--- config.mk ---
export PLATFORM = sky130hd
export DESIGN_NAME = ptt_top
export DESIGN_NICKNAME = d
export VERILOG_FILES = /design/src/hdl/ptt_pkg.sv /design/src/hdl/ptt_divider.sv /design/src/hdl/ptt_tick_gen.sv /design/src/hdl/ptt_top.sv
export SDC_FILE = /design/constraint.sdc
export NUM_CORES = 1
export LEC_CHECK = 0
export BUFFER_PORTS_ARGS = -buffer_cell sky130_fd_sc_hd__clkbuf_2
export CORE_ASPECT_RATIO = 0.5
export CORE_MARGIN = 2
export CORE_UTILIZATION = 48
export DETAILED_ROUTE_END_ITERATION = 7
export PLACE_DENSITY = 0.86
export SYNTH_ARGS = -nofsm -noshare
export SYNTH_HDL_FRONTEND = slang
export SYNTH_SLANG_ARGS = --single-unit
--- constraint.sdc ---
create_clock -name CLK -period 2.8 [get_ports CLK]
set_input_delay 0.56 -clock CLK [delete_from_list [all_inputs] [get_ports CLK]]
set_output_delay 0.56 -clock CLK [all_outputs]
set_load 0.01 [all_outputs]
--- src/hdl/ptt_pkg.sv ---
// Constants shared by the periodic tick timer: divider taps, register map,
// field positions, reset values and the bus handshake states.
// Assumes a single 100 MHz clock domain and a 32-bit APB register port.
package ptt_pkg;

	// ----------------------------------------------------------------
	// Divider chain
	// ----------------------------------------------------------------
	localparam int         DIV_W   = 23;
	localparam int         RATE_N  = 8;
	localparam int         RATE_W  = 3;
	// Bit of the divider whose rising edge marks clock/2^(bit+1)
	localparam logic [4:0] TAP_BIT [RATE_N] = '{5'h16, 5'h14, 5'h0F, 5'h0D,
	                                           5'h0C, 5'h0B, 5'h0A, 5'h08};

	// ----------------------------------------------------------------
	// Register map (byte addresses)
	// ----------------------------------------------------------------
	localparam int          ADDR_W   = 12;
	localparam logic [11:0] OFS_CTRL = 12'h000;
	localparam logic [11:0] OFS_STAT = 12'h004;
	localparam logic [11:0] OFS_MASK = 12'h008;
	localparam logic [11:0] OFS_TCNT = 12'h00C;
	localparam logic [11:0] OFS_DIV  = 12'h010;

	// ----------------------------------------------------------------
	// Fields and reset values
	// ----------------------------------------------------------------
	localparam int          CTRL_EN_BIT   = 3;
	localparam int          CTRL_RATE_LSB = 0;
	localparam logic        CTRL_EN_RST   = 1'h0;
	localparam logic [2:0]  CTRL_RATE_RST = 3'h0;
	localparam int          STAT_W        = 2;
	localparam int          STAT_TICK_BIT = 0;
	localparam int          STAT_OVR_BIT  = 1;
	localparam logic [1:0]  STAT_RST      = 2'h0;
	localparam logic [1:0]  MASK_RST      = 2'h0;
	localparam int          TCNT_W        = 16;
	localparam logic [15:0] TCNT_RST      = 16'h0000;

	// ----------------------------------------------------------------
	// Bus handshake states
	// ----------------------------------------------------------------
	typedef enum logic [0:0] {
		ST_IDLE = 1'b0,
		ST_RESP = 1'b1
	} ptt_apb_e;

endpackage

--- src/hdl/ptt_divider.sv ---
// Free-running divider of the timing generator with one rising-edge
// pulse per tap. Runs from reset only; software can never clear it.
// Assumes CLK is the main oscillator clock.
`timescale 1ns/10ps

module ptt_divider (
	input  wire logic                       CLK,
	input  wire logic                       RST,
	output logic [ptt_pkg::DIV_W-1:0]       cnt_q,
	output logic [ptt_pkg::RATE_N-1:0]      rise_q
);
	logic [ptt_pkg::DIV_W-1:0]  cnt_ff;
	logic [ptt_pkg::DIV_W-1:0]  nxt_cnt;
	logic [ptt_pkg::RATE_N-1:0] rise_ff;
	logic [ptt_pkg::RATE_N-1:0] nxt_rise;

	// Counter wraps freely; no reset path except RST
	assign nxt_cnt = cnt_ff + {{(ptt_pkg::DIV_W-1){1'b0}}, 1'b1};

	// A tap rises when its bit is one and all lower bits are zero;
	// decoding the value keeps the pulse free of rate-switch artefacts
	for (genvar i = 0; i < ptt_pkg::RATE_N; i++) begin : g_tap
		localparam logic [ptt_pkg::DIV_W-1:0] VAL =
			{{(ptt_pkg::DIV_W-1){1'b0}}, 1'b1} << ptt_pkg::TAP_BIT[i];
		localparam logic [ptt_pkg::DIV_W-1:0] MSK = (VAL << 1) - 1'b1;
		assign nxt_rise[i] = (cnt_ff & MSK) == VAL;
	end

	// Divider and edge registers
	always_ff @(posedge CLK or posedge RST) begin
		if (RST) begin
			cnt_ff  <= '0;
			rise_ff <= '0;
		end else begin
			cnt_ff  <= nxt_cnt;
			rise_ff <= nxt_rise;
		end
	end

	assign cnt_q  = cnt_ff;
	assign rise_q = rise_ff;
endmodule

--- src/hdl/ptt_tick_gen.sv ---
// Picks the selected divider tap and issues one tick per rising edge
// while enabled. Assumes rise pulses last a single cycle.
`timescale 1ns/10ps

module ptt_tick_gen (
	input  wire logic                       CLK,
	input  wire logic                       RST,
	input  wire logic [ptt_pkg::RATE_N-1:0] rise,
	input  wire logic [ptt_pkg::RATE_W-1:0] rate,
	input  wire logic                       enable,
	output logic                            tick_q
);
	logic tick_ff;
	logic nxt_tick;

	// Selected edge gated by the enable; the first edge after enabling
	// counts, even if the divider was mid-period
	assign nxt_tick = enable & rise[rate];

	// Tick register
	always_ff @(posedge CLK or posedge RST) begin
		if (RST) begin
			tick_ff <= 1'b0;
		end else begin
			tick_ff <= nxt_tick;
		end
	end

	assign tick_q = tick_ff;
endmodule

--- src/hdl/ptt_top.sv ---
// Periodic tick timer: APB slave, control and interrupt registers,
// divider and tick generator.
// Assumes one clock CLK (100 MHz, also the divider source), an
// asynchronous active-high RST, and an APB master on the same clock.
`timescale 1ns/10ps

// Operation
// - Raise a tick interrupt on each selected divider edge while enabled.
// - First tick comes on the first selected rising edge after enabling.
// - Enabling never clears the shared divider, so first tick may be early.
// - A write disabling a running timer keeps the old rate.
// - A write enabling the timer also loads the new rate.
// - Rate codes 0..7 pick clock over 2^23,21,16,14,13,12,11,9.
// - Control: enable in bit 3, rate in bits 2..0, bits 7..4 zero.
module ptt_top (
	input  wire logic                       CLK,
	input  wire logic                       RST,
	input  wire logic                       PSEL,
	input  wire logic                       PENABLE,
	input  wire logic                       PWRITE,
	input  wire logic [ptt_pkg::ADDR_W-1:0] PADDR,
	input  wire logic [31:0]                PWDATA,
	input  wire logic [3:0]                 PSTRB,
	output logic [31:0]                     PRDATA,
	output logic                            PREADY,
	output logic                            PSLVERR,
	output logic                            IRQ
);
	// ----------------------------------------------------------------
	// Declarations
	// ----------------------------------------------------------------
	ptt_pkg::ptt_apb_e                st_ff;
	ptt_pkg::ptt_apb_e                nxt_st;
	logic [31:0]                      prdata_ff;
	logic [31:0]                      nxt_prdata;
	logic                             pready_ff;
	logic                             pslverr_ff;
	logic                             nxt_pslverr;
	logic                             irq_ff;
	logic                             en_ff;
	logic                             nxt_en;
	logic [ptt_pkg::RATE_W-1:0]       rate_ff;
	logic [ptt_pkg::RATE_W-1:0]       nxt_rate;
	logic [ptt_pkg::STAT_W-1:0]       stat_ff;
	logic [ptt_pkg::STAT_W-1:0]       nxt_stat;
	logic [ptt_pkg::STAT_W-1:0]       mask_ff;
	logic [ptt_pkg::STAT_W-1:0]       nxt_mask;
	logic [ptt_pkg::TCNT_W-1:0]       tcnt_ff;
	logic [ptt_pkg::TCNT_W-1:0]       nxt_tcnt;
	logic [ptt_pkg::DIV_W-1:0]        div_cnt;
	logic [ptt_pkg::RATE_N-1:0]       div_rise;
	logic                             tick;
	logic                             req;
	logic                             acc;
	logic                             wr;
	logic                             lane0;
	logic                             sel_ctrl;
	logic                             sel_stat;
	logic                             sel_mask;
	logic                             sel_tcnt;
	logic                             sel_div;
	logic                             sel_any;
	logic                             wr_ctrl;
	logic                             wr_stat;
	logic                             wr_mask;
	logic [7:0]                       ctrl_rd;
	logic [ptt_pkg::STAT_W-1:0]       ev;
	logic [ptt_pkg::STAT_W-1:0]       w1c;

	// ----------------------------------------------------------------
	// Time base
	// ----------------------------------------------------------------
	// Divider is shared and free-running; only RST clears it
	ptt_divider u_div (
		.CLK    (CLK),
		.RST    (RST),
		.cnt_q  (div_cnt),
		.rise_q (div_rise)
	);

	ptt_tick_gen u_tick (
		.CLK    (CLK),
		.RST    (RST),
		.rise   (div_rise),
		.rate   (rate_ff),
		.enable (en_ff),
		.tick_q (tick)
	);

	// ----------------------------------------------------------------
	// Bus decode
	// ----------------------------------------------------------------
	// Request seen in the access phase; the write lands one cycle later,
	// on the edge where PREADY is high
	assign req      = PSEL & PENABLE & (st_ff == ptt_pkg::ST_IDLE);
	assign acc      = PSEL & PENABLE & (st_ff == ptt_pkg::ST_RESP);
	assign wr       = acc & PWRITE;
	assign lane0    = PSTRB[0];
	assign sel_ctrl = PADDR == ptt_pkg::OFS_CTRL;
	assign sel_stat = PADDR == ptt_pkg::OFS_STAT;
	assign sel_mask = PADDR == ptt_pkg::OFS_MASK;
	assign sel_tcnt = PADDR == ptt_pkg::OFS_TCNT;
	assign sel_div  = PADDR == ptt_pkg::OFS_DIV;
	assign sel_any  = sel_ctrl | sel_stat | sel_mask | sel_tcnt | sel_div;
	assign wr_ctrl  = wr & sel_ctrl & lane0;
	assign wr_stat  = wr & sel_stat & lane0;
	assign wr_mask  = wr & sel_mask & lane0;

	// Handshake: one wait cycle, then PREADY for a single cycle
	always_comb begin
		case (st_ff)
			ptt_pkg::ST_IDLE: begin
				nxt_st = req ? ptt_pkg::ST_RESP : ptt_pkg::ST_IDLE;
			end
			ptt_pkg::ST_RESP: begin
				nxt_st = ptt_pkg::ST_IDLE;
			end
			default: begin
				nxt_st = ptt_pkg::ST_IDLE;
			end
		endcase
	end

	// Unmapped addresses and writes to read-only words answer with an error
	assign nxt_pslverr = req & (~sel_any | (PWRITE & (sel_tcnt | sel_div)));

	// ----------------------------------------------------------------
	// Control register
	// ----------------------------------------------------------------
	// Upper nibble always reads zero; writes there are dropped
	assign ctrl_rd = {4'h0, en_ff, rate_ff};

	assign nxt_en = wr_ctrl ? PWDATA[ptt_pkg::CTRL_EN_BIT] : en_ff;

	// Rate loads only from the disabled state: an enabling write takes
	// both fields, a disabling write keeps the running rate
	assign nxt_rate = (wr_ctrl && !en_ff) ?
		PWDATA[ptt_pkg::CTRL_RATE_LSB +: ptt_pkg::RATE_W] : rate_ff;

	// ----------------------------------------------------------------
	// Status, mask and tick counter
	// ----------------------------------------------------------------
	// Overrun marks a tick arriving while the previous one is unserved
	assign ev[ptt_pkg::STAT_TICK_BIT] = tick;
	assign ev[ptt_pkg::STAT_OVR_BIT]  = tick & stat_ff[ptt_pkg::STAT_TICK_BIT];
	assign w1c      = wr_stat ? PWDATA[ptt_pkg::STAT_W-1:0] : '0;
	// Set beats clear so no tick is lost in the clearing cycle
	assign nxt_stat = (stat_ff & ~w1c) | ev;
	assign nxt_mask = wr_mask ? PWDATA[ptt_pkg::STAT_W-1:0] : mask_ff;
	assign nxt_tcnt = tick ? tcnt_ff + 16'h0001 : tcnt_ff;

	// ----------------------------------------------------------------
	// Read mux
	// ----------------------------------------------------------------
	// Data is fetched in the wait cycle so PRDATA leaves a flip-flop
	assign nxt_prdata =
		!(req && !PWRITE) ? prdata_ff :
		sel_ctrl ? {24'h000000, ctrl_rd} :
		sel_stat ? {30'h00000000, stat_ff} :
		sel_mask ? {30'h00000000, mask_ff} :
		sel_tcnt ? {16'h0000, tcnt_ff} :
		sel_div  ? {9'h000, div_cnt} : 32'h00000000;

	// ----------------------------------------------------------------
	// Registers
	// ----------------------------------------------------------------
	// Bus handshake registers
	always_ff @(posedge CLK or posedge RST) begin
		if (RST) begin
			st_ff      <= ptt_pkg::ST_IDLE;
			pready_ff  <= 1'b0;
			pslverr_ff <= 1'b0;
			prdata_ff  <= 32'h00000000;
		end else begin
			st_ff      <= nxt_st;
			pready_ff  <= req;
			pslverr_ff <= nxt_pslverr;
			prdata_ff  <= nxt_prdata;
		end
	end

	// Software-visible state
	always_ff @(posedge CLK or posedge RST) begin
		if (RST) begin
			en_ff   <= ptt_pkg::CTRL_EN_RST;
			rate_ff <= ptt_pkg::CTRL_RATE_RST;
			stat_ff <= ptt_pkg::STAT_RST;
			mask_ff <= ptt_pkg::MASK_RST;
			tcnt_ff <= ptt_pkg::TCNT_RST;
		end else begin
			en_ff   <= nxt_en;
			rate_ff <= nxt_rate;
			stat_ff <= nxt_stat;
			mask_ff <= nxt_mask;
			tcnt_ff <= nxt_tcnt;
		end
	end

	// Level interrupt, one cycle behind the status it reflects
	always_ff @(posedge CLK or posedge RST) begin
		if (RST) begin
			irq_ff <= 1'b0;
		end else begin
			irq_ff <= |(stat_ff & mask_ff);
		end
	end

	assign PRDATA  = prdata_ff;
	assign PREADY  = pready_ff;
	assign PSLVERR = pslverr_ff;
	assign IRQ     = irq_ff;
endmodule

==> results of run 1 <==
critical path, delay by kind of cell (launching register included):
kind                     cells  cell delay [ns]
adder cells (fa/ha/maj)      1             0.17
buffers and inverters        1             0.19
AND/OR/NAND/NOR              4             1.52
flip-flops                   1             0.41
logic make-up (layout without fill, tap and decap cells):
family / count (synthesis) / after routing
buffers and inverters: 30 / 78
adder cells (fa/ha/maj): 3 / 3
multiplexers: 12 / 12
XOR/XNOR: 36 / 36
flip-flops: 82 / 82
other: 1 / 9
AND/OR/NAND/NOR: 146 / 146
AO/OA/AOI/OAI: 44 / 44
per-stage QoR:
stage	cell area (um^2)	power, mW
floorplan	3820	1.28
global placement	4140	1.32
detailed placement	4140	1.32
CTS	4420	2.41
global route	4420	2.47
finish	4420	2.39
cells in the mapped netlist (7+ instances only):
cell,n
dfrtp_1,82
nand2_1,44
nand3_1,23
xnor2_1,23
nor2_1,21
o21ai_0,13
xor2_1,13
a32oi_1,12
clkbuf_1,11
nand4_1,10
nor3_1,10
buf_4,9
and3_1,8
inv_1,7
mux2_2,7
nor4_1,7
layout make-up:
type	instances	share of cell area, %
clock inverter	6	1.10
tap	108	3.06
timing repair buffer	55	6.96
multi-input combinational	250	36.7
sequential	82	46.4
inverter	7	0.623
clock buffer	10	5.18
worst max-delay path by stage:
stage | endpoint | cells past startpoint | slack [ns]
2_1_floorplan | IRQ$_DFF_PP0_ | 1 | 0.13
3_3_place_gp | rate_ff[0]$_DFFE_PP0P_ | 5 | 0.26
3_5_place_dp | rate_ff[1]$_DFFE_PP0P_ | 5 | 0.26
4_1_cts | u_div.rise_q[0]$_DFF_PP0_ | 6 | 0.40
5_1_grt | u_div.rise_q[0]$_DFF_PP0_ | 6 | 0.26
6_report | u_div.rise_q[0]$_DFF_PP0_ | 6 | 0.40
layer usage:
metal	up-vias	share of wire, %	global-route usage, %
li1	1358	-	-
met1	1380	45	29.0
met2	139	46	34.0
met3	15	8.4	6.75
met4	0	1.3	6.59
met5	-	0	0
registers in the layout, summed over array words and instances, names as in the netlist:
signal / flops
PRDATA: 23
u_div.cnt_q: 23
tcnt_ff: 16
u_div.rise_q: 8
rate_ff: 3
mask_ff: 2
stat_ff: 2
IRQ: 1
PREADY: 1
PSLVERR: 1
en_ff: 1
u_tick.tick_q: 1
power groups by stage:
stage          Sequential, mW  Combinational (mW)  Clock (mW)
3_3_place_gp             1.22               0.101           0
2_1_floorplan            1.22              0.0635           0
6_report                 1.20               0.102        1.10
5_1_grt                  1.20               0.116        1.16
3_5_place_dp             1.22               0.103           0
4_1_cts                  1.20               0.104        1.11
==> qor.csv, run 1 <==
metric;value;unit
status;completed;
row_count;22;
power_frac_clock;45.8;%
slowest_stage;or4b_1;
grt-ovfl-total;0;
finalNetCount;461;
die-area;0.00866;mm^2
drc_errors;0;
cts_buffer_depth;2;
multi_input_area;0.00162;mm^2
r2r_end;u_div.rise_q[0]$_DFF_PP0_;
worst_pin_slew;0.726;ns
peakVddDrop;0.267;mV
grt_pass1_wl;14000;um
antenna_left;0;
finalWorstSetupSlack;0.400;ns
preCtsSetupSlack;0.261;ns
startpoint_type;flip-flop;
post-route-util;59.1;%
synth_top_family_by_area;simple AND/OR/NAND/NOR gates;
die_h;66.8;um
via_count;2892;
slowest_delay;0.49;ns
n_fill_cell;612;
place_congestion;0.902;
post-cts-setup-buffer-count;0;
routed_wl;8450;um
grt_pass1_vias;2756;
dp.final_hpwl;5970;um
cts.sinks;82;
cts_hold_buffers;0;
dp.cells;502;
leakagePower;2.06;nW
skew;0.00857;ns
synth_top_area_share;54.2;%
die_w;130;um
antennaDiodeCount;0;
cp.arrival;2.62;ns
boundaryPins;88;
synthCells;354;
rsz0062_at_grt;no;
drtIter0Drc;226;
synthesis.area;0.00379;mm^2
hold_violations;0;
mostFrequentLayoutCells;82 x dfrtp_1, 47 x clkbuf_2, 44 x nand2_1;
hold_ws;0.247;ns
max_freq;0.417;GHz
synth_enable_flop_cells;0;
synthDistinctLibCells;46;
p_seq_share;50.0;%
internal_power;1.83;mW
reg2reg_depth;6;
muxShareOfSynthArea;4.06;%
setup_tns;0;ns
cts_htree_levels;3;
synth_area_per_cell;10.7;um^2
hp-class;input pin to asynchronous set/reset pin;
power_switching;0.562;mW
reg2reg_slack;0.40;ns
dr.pass1.iters;5;
wl_per_cell;16.3;um
ff_latch_area;0.00205;mm^2
ys_ff_latch;82;
critPathLaunch;u_div.cnt_q[0]$_DFF_PP0_;
crit_type;flip-flop to flip-flop;
r2r-start;u_div.cnt_q[0]$_DFF_PP0_;
synth.area.top_cells;dfrtp_1 54%, xnor2_1 5.3%, nand2_1 4.4%, nand3_1 3.0%, xor2_1 3.0%;
coreArea;0.00749;mm^2
slew_headroom;51.2;%
finalSetupViolations;0;
viasPerCell;5.58;
slew_violations;0;
cp-end-kind;flip-flop;
grt_max_degree;51;
insertion_delay;0.34;ns
swShare;23.5;%
area_growth;16.7;%
final_common_cell;dfrtp_1;
cts_buffers;9;
yosys.area_share.adder;0.991;%
fin_crit_sh;85.7;%
crit_path_cell_trace;inv_1 > ha_1 > or4b_1 > nor4_1 > nand4_1 > nor4b_1;
cp.required;3.02;ns
cap_violations;0;
cts.clk_slew.worst_paths;0.06;ns
layout-drive-gt1-share;21.2;%
grt_usage;21.6;%
comb_power_share;4.3;%
synth_compound_area_share;8.36;%
yosysSeqAreaShare;54.2;%
fin_crit;2.40;ns
synth-async-reset-ratio;100;%
synth_top_cell_by_area;dfrtp_1;
synth_simple_gate_area_share;20.0;%
cts_root_buf;clkbuf_16;
synthFlopType;dfrtp_1;
cts.repair.resized;0;
start_util;50.6;%
yosys_warnings;0;
instances_no_fill;518;
cp_max_fo;4;
antenna_found_initial;0;
cts_tree;done;
port_buffers;47;
powerDensity;541;mW/mm^2
synth_xor_xnor_area_share;8.33;%
No activity file was read; power rests on OpenSTA's default activity.
==> run 2, diff against run 1 <==
- clock period: 2.8 -> 2.1 ns (I/O delays scaled with it)
==> qor.csv, run 2 (synthesis results as in run 1) <==
metric;value;unit;change
grt_pass1_wl;15200;um;+8.1%
max_freq;0.505;GHz;+21%
slowest_delay;0.52;ns;+0.03 ns
cts_htree_levels;3;;unchanged
die_w;130;um;unchanged
cp.arrival;2.22;ns;-0.40 ns
grt_usage;23.4;%;+1.8 points
cp.required;2.34;ns;-0.68 ns
finalNetCount;482;;+4.6%
insertion_delay;0.34;ns;about the same
fin_crit;1.98;ns;-0.419 ns
antennaDiodeCount;0;;unchanged
mostFrequentLayoutCells;82 x dfrtp_1, 47 x clkbuf_2, 44 x nand2_1;;
port_buffers;47;;unchanged
finalWorstSetupSlack;0.120;ns;-0.281 ns
leakagePower;2.17;nW;+5.2%
grt_pass1_vias;2977;;+8.0%
grt-ovfl-total;0;;unchanged
area_growth;21.5;%;
hold_ws;0.134;ns;-0.113 ns
cap_violations;0;;unchanged
die-area;0.00866;mm^2;unchanged
slowest_stage;or4b_1;;
via_count;3055;;+5.6%
finalSetupViolations;0;;unchanged
drc_errors;0;;unchanged
start_util;50.6;%;unchanged
peakVddDrop;0.468;mV;+75%
worst_pin_slew;0.587;ns;-0.138 ns
startpoint_type;flip-flop;;
cts.clk_slew.worst_paths;0.07;ns;about the same
cts_tree;done;;
slew_violations;0;;unchanged
powerDensity;697;mW/mm^2;+29%
crit_type;flip-flop to flip-flop;;
dr.pass1.iters;7;;+2
cp_max_fo;4;;unchanged
final_common_cell;dfrtp_1;;
p_total;3.21;mW;+34%
viasPerCell;5.67;;+1.5%
crit_path_cell_trace;inv_1 > ha_1 > or4b_1 > nor4_2 > buf_4 > nand4_1 > nor4b_1;;
routed_wl;9300;um;+10%
wl_per_cell;17.3;um;+5.8%
dp.final_hpwl;6540;um;+9.6%
row_count;22;;unchanged
cts_root_buf;clkbuf_16;;
hp-class;input pin to asynchronous set/reset pin;;
skew;0.00973;ns;+0.00115 ns
preCtsSetupSlack;-0.201;ns;-0.461 ns
slew_headroom;60.8;%;+9.6 points
hold_violations;0;;unchanged
drtIter0Drc;229;;+1.3%
cts_buffers;9;;unchanged
fin_crit_sh;94.3;%;+8.6 points
antenna_found_initial;0;;unchanged
grt_max_degree;26;;-49%
rsz0062_at_grt;no;;
cts.sinks;82;;unchanged
die_h;66.8;um;unchanged
coreArea;0.00749;mm^2;unchanged
n_fill_cell;596;;-2.6%
layout-drive-gt1-share;25.3;%;+4.1 points
place_congestion;0.880;;-2.4%
antenna_left;0;;unchanged
status;completed;;
cts_buffer_depth;2;;unchanged
cp-end-kind;flip-flop;;
boundaryPins;88;;unchanged
[run 2: changes by cell type in the layout (fill, tap and decap cells not counted)]
cell / delta
clkinv_4: +1
nor4_2: +1
buf_12: +1
nor4_1: -1
buf_4: +20
clkinv_2: -1
[run 2: timing repair]
action,in CTS,in global routing
pin swaps,0,1
hold buffers,0,0
buffers inserted,0,0
gates resized for setup,1,0
endpoints found under the setup margin,1,1
[run 2: worst max-delay path, delay by kind of cell (launching register included)]
kind          cells  cell delay, ns
fa+ha+maj         1            0.16
buf+inv           2            0.26
flops             1            0.39
simple gates      4            1.07
[run 2: cell type report]
| cell class | instances | area (um^2) | share of cell area (%) |
|---|---|---|---|
| Tap cell | 108 | 135 | 2.94 |
| Sequential cell | 82 | 2050 | 44.6 |
| Clock buffer | 10 | 229 | 4.98 |
| Timing Repair Buffer | 76 | 478 | 10.4 |
| Clock inverter | 6 | 50.0 | 1.09 |
| Inverter | 7 | 30.0 | 0.653 |
| Multi-Input combinational cell | 250 | 1630 | 35.4 |
[run 2: per-stage QoR]
step / cells / cell area (um^2) / utilization, % / TNS (ns)
floorplan: 362 / 3820 / - / -0.197
global placement: 523 / 4320 / 57.7 / -2.10
detailed placement: 523 / 4320 / 57.7 / -1.90
CTS: 539 / 4600 / 61.5 / 0
global route: 539 / 4600 / 61.5 / 0
finish: 539 / 4600 / 61.5 / 0
[run 2: path summary, 6_finish.rpt]
kind                                        endpoint  slack (ns)                startpoint  cells after the start
max                        u_div.rise_q[0]$_DFF_PP0_        0.12  u_div.cnt_q[1]$_DFF_PP0_                      7
min                            PRDATA[3]$_DFFE_PP0P_        0.13                       RST                      2
max reg2reg                u_div.rise_q[0]$_DFF_PP0_        0.12  u_div.cnt_q[1]$_DFF_PP0_                      7
min reg2reg                   PRDATA[18]$_DFFE_PP0P_        0.47    PRDATA[18]$_DFFE_PP0P_                      2
max in group asynchronous    tcnt_ff[11]$_DFFE_PP0P_        1.39                       RST                      3
min in group CLK                   en_ff$_DFFE_PP0P_        0.34                 PWDATA[3]                      2
[run 2: layer usage]
metal	part of all wire (%)	global-route usage, %	vias to the layer above
met1	44	30.7	1465
met3	8.1	7.71	24
met2	46	36.8	170
met4	2.1	8.47	0
met5	0	0	-
li1	-	-	1396
[run 2: where the power goes]
part	switching, mW	leakage, nW	internal [mW]
Sequential	0.00596	1.13	1.59
Clock	0.648	0.130	0.813
Combinational	0.101	0.913	0.0508
